## src/sdc_defines.svh

```systemverilog
// Register map, field positions, reset values and divider constants of the converter slice
`ifndef SDC_DEFINES_SVH
`define SDC_DEFINES_SVH

// Register indices; byte address is four times the index
`define SDC_IDX_RESULT_LOW   8'h04
`define SDC_IDX_RESULT_MID   8'h05
`define SDC_IDX_RESULT_HIGH  8'h06
`define SDC_IDX_CTRL_ONE     8'h08
`define SDC_IDX_SRC_DIV      8'h09
`define SDC_IDX_TRIM         8'h0a
`define SDC_IDX_OSR_SEL      8'h10
`define SDC_IDX_IRQ_STATUS   8'h11
`define SDC_IDX_IRQ_MASK     8'h12

// Control one fields
`define SDC_CTRL_MODSEL_LSB  5
`define SDC_CTRL_NEGBUF_BIT  4
`define SDC_CTRL_POSBUF_BIT  3
`define SDC_CTRL_HOLD_BIT    2
`define SDC_CTRL_EOC_BIT     1

// Reset values
`define SDC_CTRL_ONE_RST     8'h00
`define SDC_SRC_DIV_RST      5'h00
`define SDC_TRIM_RST         8'he4
`define SDC_OSR_SEL_RST      4'h4
`define SDC_IRQ_MASK_RST     2'h0

// Interrupt status bits
`define SDC_IRQ_DONE_BIT     0
`define SDC_IRQ_DROP_BIT     1

// Modulator divider codes and ratios
`define SDC_MODSEL_N30       3'h0
`define SDC_MODSEL_N12       3'h2
`define SDC_MOD_RATIO_30     5'd30
`define SDC_MOD_RATIO_12     5'd12

// Source divider pass-through code
`define SDC_SRC_PASS_CODE    5'h1f

// Oversampling select codes
`define SDC_OSR_CODE_16384   4'h1
`define SDC_OSR_CODE_2048    4'h4
`define SDC_OSR_CODE_512     4'h6

`endif

```

## src/sdc_pkg.sv

```systemverilog
// Types shared by the converter slice modules
package sdc_pkg;

    // Source divider state
    typedef struct packed {
        logic [5:0] cnt;
        logic       tick;
    } sdc_src_state_t;

    // Modulator divider state
    typedef struct packed {
        logic [4:0] cnt;
        logic       tick;
    } sdc_mod_state_t;

    // Phase of the oversampling sequence
    typedef enum logic [0:0] {
        SDC_PH_RUN  = 1'b0,
        SDC_PH_DONE = 1'b1
    } sdc_phase_t;

    // Top-level state
    typedef struct packed {
        logic [2:0]  modsel;
        logic        negbuf;
        logic        posbuf;
        logic        hold;
        logic        eoc;
        logic [4:0]  srcdiv;
        logic [7:0]  trim;
        logic [3:0]  osrsel;
        logic [1:0]  irq_stat;
        logic [1:0]  irq_mask;
        logic [23:0] result;
        logic [14:0] osr_cnt;
        sdc_phase_t  phase;
        logic        conv_done;
        logic        irq;
        logic        negbyp;
        logic        posbyp;
        logic        ack;
        logic [31:0] rdata;
    } sdc_state_t;

endpackage

```

## src/sdc_src_div.sv

```systemverilog
// Source clock divider producing master clock enable pulses
`timescale 1ns/1ps
`include "sdc_defines.svh"
module sdc_src_div
(
    input  wire logic       clk_i,
    input  wire logic       rst_i,
    input  wire logic [4:0] div_sel_i,
    output logic            tick_o
);
    import sdc_pkg::*;

    sdc_src_state_t s_q;
    sdc_src_state_t s_d;
    logic [5:0]     last;

    // Period is 2*(code+1) source cycles, one cycle for the pass code; enable instead of a derived clock net
    always_comb
    begin
        s_d  = s_q;
        last = {div_sel_i, 1'b1};
        if (div_sel_i == `SDC_SRC_PASS_CODE)
        begin
            s_d.cnt  = 6'h00;
            s_d.tick = 1'b1;
        end
        else if (s_q.cnt >= last)
        begin
            s_d.cnt  = 6'h00;
            s_d.tick = 1'b1;
        end
        else
        begin
            s_d.cnt  = s_q.cnt + 6'h01;
            s_d.tick = 1'b0;
        end
    end

    // State register
    always_ff @(posedge clk_i)
    begin
        if (rst_i)
            s_q <= '0;
        else
            s_q <= s_d;
    end

    assign tick_o = s_q.tick;
endmodule // sdc_src_div

```

## src/sdc_mod_div.sv

```systemverilog
// Modulator divider counting master clock enables down to the modulator clock
`timescale 1ns/1ps
`include "sdc_defines.svh"
module sdc_mod_div
(
    input  wire logic       clk_i,
    input  wire logic       rst_i,
    input  wire logic       tick_i,
    input  wire logic [2:0] sel_i,
    output logic            tick_o
);
    import sdc_pkg::*;

    sdc_mod_state_t s_q;
    sdc_mod_state_t s_d;
    logic [4:0]     ratio;

    // Reserved codes keep the 30 ratio so the filter never starves
    always_comb
    begin
        s_d      = s_q;
        s_d.tick = 1'b0;
        if (sel_i == `SDC_MODSEL_N12)
            ratio = `SDC_MOD_RATIO_12;
        else
            ratio = `SDC_MOD_RATIO_30;
        if (tick_i)
        begin
            if (s_q.cnt >= ratio - 5'd1)
            begin
                s_d.cnt  = 5'd0;
                s_d.tick = 1'b1;
            end
            else
                s_d.cnt = s_q.cnt + 5'd1;
        end
    end

    // State register
    always_ff @(posedge clk_i)
    begin
        if (rst_i)
            s_q <= '0;
        else
            s_q <= s_d;
    end

    assign tick_o = s_q.tick;
endmodule // sdc_mod_div

```

## src/sdc_top.sv

```systemverilog
// Clock, result hold and status control of the delta-sigma converter with a Wishbone slave
`timescale 1ns/1ps
`include "sdc_defines.svh"
module sdc_top
#(
    parameter logic [14:0] OSR_16384 = 15'd16384,
    parameter logic [14:0] OSR_2048  = 15'd2048,
    parameter logic [14:0] OSR_512   = 15'd512
)
(
    input  wire logic        clk_i,
    input  wire logic        rst_i,
    input  wire logic        wb_cyc_i,
    input  wire logic        wb_stb_i,
    input  wire logic        wb_we_i,
    input  wire logic [9:0]  wb_adr_i,
    input  wire logic [3:0]  wb_sel_i,
    input  wire logic [31:0] wb_dat_i,
    output logic [31:0]      wb_dat_o,
    output logic             wb_ack_o,
    input  wire logic [23:0] filter_result_i,
    output logic             master_clk_en_o,
    output logic             modulator_clk_en_o,
    output logic             conv_done_o,
    output logic [3:0]       oversampling_select_o,
    output logic             neg_ref_buffer_enable_o,
    output logic             neg_ref_bypass_o,
    output logic             pos_ref_buffer_enable_o,
    output logic             pos_ref_bypass_o,
    output logic [7:0]       reserved_trim_o,
    output logic             irq_o
);
    import sdc_pkg::*;

    sdc_state_t s_q;
    sdc_state_t s_d;
    logic       mclk_tick;
    logic       modclk_tick;
    logic       access;
    logic       wr_en;
    logic       rd_en;
    logic [7:0] idx;
    logic [7:0] rbyte;
    logic [14:0] osr_last;
    logic       done_evt;

    // Oversampling code to ratio; reserved codes fall back to 2048
    function automatic logic [14:0] osr_ratio(input logic [3:0] code);
        logic [14:0] r;
        r = OSR_2048;
        if (code == `SDC_OSR_CODE_16384)
            r = OSR_16384;
        else if (code == `SDC_OSR_CODE_2048)
            r = OSR_2048;
        else if (code == `SDC_OSR_CODE_512)
            r = OSR_512;
        return r;
    endfunction

    // Master clock enable from the source clock
    sdc_src_div u_src_div
    (
        .clk_i     (clk_i),
        .rst_i     (rst_i),
        .div_sel_i (s_q.srcdiv),
        .tick_o    (mclk_tick)
    );

    // Modulator clock enable from the master clock enable
    sdc_mod_div u_mod_div
    (
        .clk_i  (clk_i),
        .rst_i  (rst_i),
        .tick_i (mclk_tick),
        .sel_i  (s_q.modsel),
        .tick_o (modclk_tick)
    );

    // Bus access decode; effect lands on the edge that raises ack
    assign access   = wb_cyc_i & wb_stb_i & ~s_q.ack;
    assign wr_en    = access & wb_we_i & wb_sel_i[0];
    assign rd_en    = access & ~wb_we_i;
    assign idx      = wb_adr_i[9:2];
    assign osr_last = osr_ratio(s_q.osrsel) - 15'd1;
    assign done_evt = modclk_tick && (s_q.osr_cnt >= osr_last);

    // Read multiplexer; unmapped indices read zero
    always_comb
    begin
        rbyte = 8'h00;
        if (idx == `SDC_IDX_RESULT_LOW)
            rbyte = s_q.result[7:0];
        else if (idx == `SDC_IDX_RESULT_MID)
            rbyte = s_q.result[15:8];
        else if (idx == `SDC_IDX_RESULT_HIGH)
            rbyte = s_q.result[23:16];
        else if (idx == `SDC_IDX_CTRL_ONE)
            rbyte = {s_q.modsel, s_q.negbuf, s_q.posbuf, s_q.hold, s_q.eoc, 1'b0};
        else if (idx == `SDC_IDX_SRC_DIV)
            rbyte = {3'h0, s_q.srcdiv};
        else if (idx == `SDC_IDX_TRIM)
            rbyte = s_q.trim;
        else if (idx == `SDC_IDX_OSR_SEL)
            rbyte = {4'h0, s_q.osrsel};
        else if (idx == `SDC_IDX_IRQ_STATUS)
            rbyte = {6'h00, s_q.irq_stat};
        else if (idx == `SDC_IDX_IRQ_MASK)
            rbyte = {6'h00, s_q.irq_mask};
    end

    // Next-state logic for registers, sequencing and interrupts
    always_comb
    begin
        s_d           = s_q;
        s_d.ack       = access;
        s_d.rdata     = rd_en ? {24'h000000, rbyte} : 32'h00000000;
        s_d.conv_done = 1'b0;

        // Register writes
        if (wr_en)
        begin
            if (idx == `SDC_IDX_CTRL_ONE)
            begin
                s_d.modsel = wb_dat_i[`SDC_CTRL_MODSEL_LSB +: 3];
                s_d.negbuf = wb_dat_i[`SDC_CTRL_NEGBUF_BIT];
                s_d.posbuf = wb_dat_i[`SDC_CTRL_POSBUF_BIT];
                s_d.hold   = wb_dat_i[`SDC_CTRL_HOLD_BIT];
                s_d.eoc    = wb_dat_i[`SDC_CTRL_EOC_BIT];
            end
            else if (idx == `SDC_IDX_SRC_DIV)
                s_d.srcdiv = wb_dat_i[4:0];
            else if (idx == `SDC_IDX_TRIM)
                s_d.trim = wb_dat_i[7:0];
            else if (idx == `SDC_IDX_OSR_SEL)
                s_d.osrsel = wb_dat_i[3:0];
            else if (idx == `SDC_IDX_IRQ_MASK)
                s_d.irq_mask = wb_dat_i[1:0];
        end

        // Status is cleared by reading it; new events below still win
        if (rd_en && idx == `SDC_IDX_IRQ_STATUS)
            s_d.irq_stat = 2'h0;

        // Oversampling counter runs on modulator enables, hold or not
        if (modclk_tick)
        begin
            if (done_evt)
            begin
                s_d.osr_cnt = 15'd0;
                s_d.phase   = SDC_PH_DONE;
            end
            else
            begin
                s_d.osr_cnt = s_q.osr_cnt + 15'd1;
                s_d.phase   = SDC_PH_RUN;
            end
        end

        // End of conversion: flag set wins over a software clear
        if (done_evt)
        begin
            s_d.conv_done                  = 1'b1;
            s_d.eoc                        = 1'b1;
            s_d.irq_stat[`SDC_IRQ_DONE_BIT] = 1'b1;
            if (s_q.hold)
                s_d.irq_stat[`SDC_IRQ_DROP_BIT] = 1'b1;
            else
                s_d.result = filter_result_i;
        end

        // Buffer enables and complementary bypass controls
        s_d.negbyp = ~s_d.negbuf;
        s_d.posbyp = ~s_d.posbuf;
        s_d.irq    = |(s_d.irq_stat & s_d.irq_mask);
    end

    // State register
    always_ff @(posedge clk_i)
    begin
        if (rst_i)
        begin
            s_q          <= '0;
            s_q.trim     <= `SDC_TRIM_RST;
            s_q.srcdiv   <= `SDC_SRC_DIV_RST;
            s_q.osrsel   <= `SDC_OSR_SEL_RST;
            s_q.irq_mask <= `SDC_IRQ_MASK_RST;
            s_q.phase    <= SDC_PH_RUN;
            s_q.negbyp   <= 1'b1;
            s_q.posbyp   <= 1'b1;
        end
        else
            s_q <= s_d;
    end

    // Outputs come straight from flops
    assign wb_dat_o                = s_q.rdata;
    assign wb_ack_o                = s_q.ack;
    assign master_clk_en_o         = mclk_tick;
    assign modulator_clk_en_o      = modclk_tick;
    assign conv_done_o             = s_q.conv_done;
    assign oversampling_select_o   = s_q.osrsel;
    assign neg_ref_buffer_enable_o = s_q.negbuf;
    assign neg_ref_bypass_o        = s_q.negbyp;
    assign pos_ref_buffer_enable_o = s_q.posbuf;
    assign pos_ref_bypass_o        = s_q.posbyp;
    assign reserved_trim_o         = s_q.trim;
    assign irq_o                   = s_q.irq;
endmodule // sdc_top

```

## config.mk

```make
export PLATFORM = sky130hd
export DESIGN_NAME = sdc_top
export DESIGN_NICKNAME = d
export VERILOG_FILES = /design/src/sdc_pkg.sv /design/src/sdc_src_div.sv /design/src/sdc_mod_div.sv /design/src/sdc_top.sv
export VERILOG_INCLUDE_DIRS = /design/src /design/src/src
export SDC_FILE = /design/constraint.sdc
export NUM_CORES = 1
export LEC_CHECK = 0
export ABC_CLOCK_PERIOD_IN_PS = 3300
export BUFFER_PORTS_ARGS = -buffer_cell sky130_fd_sc_hd__buf_4
export CAP_MARGIN = 20
export CORE_ASPECT_RATIO = 0.7
export CORE_UTILIZATION = 53
export DETAILED_ROUTE_END_ITERATION = 6
export PLACE_DENSITY = 0.79
export SLEW_MARGIN = 20
export SYNTH_ARGS = -nofsm -noshare
export SYNTH_HDL_FRONTEND = slang
export SYNTH_SLANG_ARGS = --single-unit
```

## constraint.sdc

```tcl
create_clock -name clk_i -period 3.3 [get_ports clk_i]
set_input_delay 0.165 -clock clk_i [delete_from_list [all_inputs] [get_ports clk_i]]
set_output_delay 0.165 -clock clk_i [all_outputs]
set_load 0.1 [all_outputs]
```

==> run summary <==
Final nets - 675
synth top area cells - dfxtp_1 (38%), mux2i_1 (11%), nand2b_1 (7.5%), buf_4 (6.8%), nor2_1 (4.8%)
syn_area_per_cell - 9.000 um^2
Clock Skews - 0.009029 ns
Mapped Cells - 539
CTS Buffer Depth - 2
period utilization - 84.85%
Post-Syn Area - 4851 um^2
vias in the first global route - 3376
# Post-CTS Setup Buffers - 0
peak fanout along the critical path - 24
EDFF count, synth - 0
critical path depth in cells - 9
gr usage total - 23.80%
total gr overflow - 0
Final Wtd Congestion - 0.8661
drt first pass iters - 5
R2R Setup Slk - 0.50 ns
Hold Startpoint - wb_dat_i[5]
TritonCTS Buffers - 9
reg2reg start - oversampling_select_o[0]$_SDFFE_PP0P_
core area - 8653 um^2
CTS tree - built
die area - 9545 um^2
Via Count - 3836
antenna fix cells - 0
ys flop type - dfxtp_1
chip height - 82.04 um
RSZ-0062 raised after global routing - no
fin cells - 707
CP most frequent cell - buf_4
Async SR Flop Fraction - 0%
crit path DAT - 3.06 ns
CTS Hold Buffers Added - 0
dpl hpwl - 8098 um
Place WS - 0.5383 ns
Worst-path clk slew - 0.07 ns
Hold Slack - 0.04456 ns
IO buf count - 74
die outline width - 116.3 um
WS Path Type - flop to flop
WL/cell - 15.42 um
initial antenna violation count - 0
worst IR drop on VDD - 330.0 uV
maximum clock frequency - 357.1 MHz
Critical Path, Cell by Cell - or4b_2 > ha_1 > nand3_1 > nor3_1 > a211oi_1 > buf_4 > nor2_2 > buf_4 > mux2i_1
# DRC - 0
setup TNS - 0 ns
Synth area leader - dfxtp_1
Synth Warn # - 0
post-cts sizing count - 0
Synth-to-Final Area Change - 13.80%
Hold Path Sink - reserved_trim_o[5]$_SDFFE_PP1P_
top-area cell type share of the netlist area - 38.38%
Final Hold Viols - 0
Worst setup SP type - flop
Final Max Slew Viols - 0
FF-to-FF path depth - 9
Post-DRT Antenna Nets - 0
FF-to-FF End - s_q[58]$_SDFFE_PP0P_
family with the most delay on the worst path - simple AND/OR/NAND/NOR gates
Critical Path End Type - flop
Routed WL - 10900 um
post-route minimum period - 2.800 ns
clk_lat worst skew - 0.35 ns
WP data required - 3.56 ns
most numerous cell in the Yosys netlist - dfxtp_1
worst path bufs/invs - 2
outcome - finished, final reports clean
Slew @ Worst Pin - 0.8601 ns
max incr delay on CP - 0.67 ns
Root Driver - clkbuf_16
worst setup margin - 0.4998 ns
clock sinks - 93
pwr dens - 464.4 nW/um^2
global-route wire length before repair - 17010 um
HP Class - input pin to flop
largest net degree at the start of global routing - 89
num ports - 128
Hold Path Cell Cnt - 2
FP Rows - 28
Slowest cell on crit path - or4b_2
via/cell ratio - 5.426
ratio of cells with drive above 1 in the final layout - 18.06%
htree depth - 3
LEAKAGE - 2.246 nW
final-report setup violation count - 0
list of most frequent post-synthesis cells - dfxtp_1 (93), nor2_1 (62), nand2b_1 (58)
dpl cells - 692
Starting Density - 56.06%
Seq cells post-synth - 93
max_cap viols - 0
Yosys cell types - 56
DR iter-0 viols - 323
slew margin rel. - 42.23%
sequential area share after synthesis - 38.38%
-- how the worst max path moves through the flow --
stage,startpoint,end,slack [ns]
after global routing,oversampling_select_o[0]$_SDFFE_PP0P_,s_q[64]$_SDFFE_PP0P_,0.36
after detailed placement,oversampling_select_o[0]$_SDFFE_PP0P_,s_q[61]$_SDFFE_PP0P_,0.54
after global placement,oversampling_select_o[0]$_SDFFE_PP0P_,s_q[66]$_SDFFE_PP0P_,0.65
after floorplan,oversampling_select_o[1]$_SDFFE_PP0P_,s_q[53]$_SDFFE_PP0P_,0.60
after CTS,oversampling_select_o[0]$_SDFFE_PP0P_,s_q[58]$_SDFFE_PP0P_,0.50
final,oversampling_select_o[0]$_SDFFE_PP0P_,s_q[58]$_SDFFE_PP0P_,0.50
-- registers in the layout, summed over array words and instances (netlist names), 4 cells and up --
register,count
oversampling_select_o,4
s_q,53
reserved_trim_o,8
wb_dat_o,8
u_src_div.s_q,6
u_mod_div.s_q,5
-- stage by stage --
step                      util, %  cell area (um^2)  power, mW
after floorplan                 -              4937      1.547
after global placement      60.60              5244      1.609
after detailed placement    60.60              5244      1.620
after CTS                   63.79              5520      2.577
after global routing        63.79              5520      2.653
final                       63.79              5520      2.564
-- metal layers --
metal	vias to the layer above	wire [um]	share of wire, %	GRT usage [%]
met5	-	0	0	0
met4	0	113	1.0	6.667
met3	11	761	7.0	5.461
met2	153	4920	45	37.22
met1	1810	5106	47	32.83
li1	1862	-	-	-
-- logic make-up after synthesis --
| family | Yosys count | share of synthesized area [%] |
|---|---|---|
| other cells | 2 | 0.1548 |
| buf+inv | 81 | 9.930 |
| simple gates | 200 | 22.23 |
| xor+xnor | 22 | 3.972 |
| flops | 93 | 38.38 |
| mux | 53 | 10.96 |
| compound gates | 71 | 9.982 |
| fa+ha+maj | 17 | 4.385 |
-- cells in the final DEF (no fill, tap or decap), types with 3 or more instances in the layout --
master	Yosys	routed
buf_4	44	79
a211o_1	6	6
a22o_1	3	3
clkbuf_16	0	9
a21oi_1	20	20
a211oi_1	5	5
o21ai_0	5	5
and3_1	5	5
a32oi_1	3	3
nor2b_1	9	9
ha_1	17	17
a31oi_1	4	4
nand3_1	14	14
o22ai_1	6	6
dfxtp_1	93	93
xor2_1	11	11
mux2i_1	52	52
inv_1	12	12
conb_1	2	25
nor2_1	62	62
nand2_1	17	17
xnor2_1	11	11
a21o_1	7	7
nand4_1	8	8
or2_2	3	3
clkinv_2	0	3
nand2b_1	58	58
nor3_1	5	5
-- area by class of cell --
type / count / area (um^2)
flip-flops and latches: 93 / 1862
well taps: 120 / 150.1
fillers: 735 / 3133
inverters: 12 / 45.04
repair buffers: 79 / 593.1
clock buffers: 11 / 252.7
clock inverters: 4 / 23.77
multi-input cells: 388 / 2594
-- report_power, final --
| part | leakage (nW) | internal (mW) | switching, mW |
|---|---|---|---|
| Clock | 0.141 | 0.544 | 0.420 |
| Combinational | 1.35 | 0.130 | 0.281 |
| Sequential | 0.750 | 1.15 | 0.0373 |
| Total | 2.25 | 1.83 | 0.739 |
No activity file was read; power rests on OpenSTA's default activity.
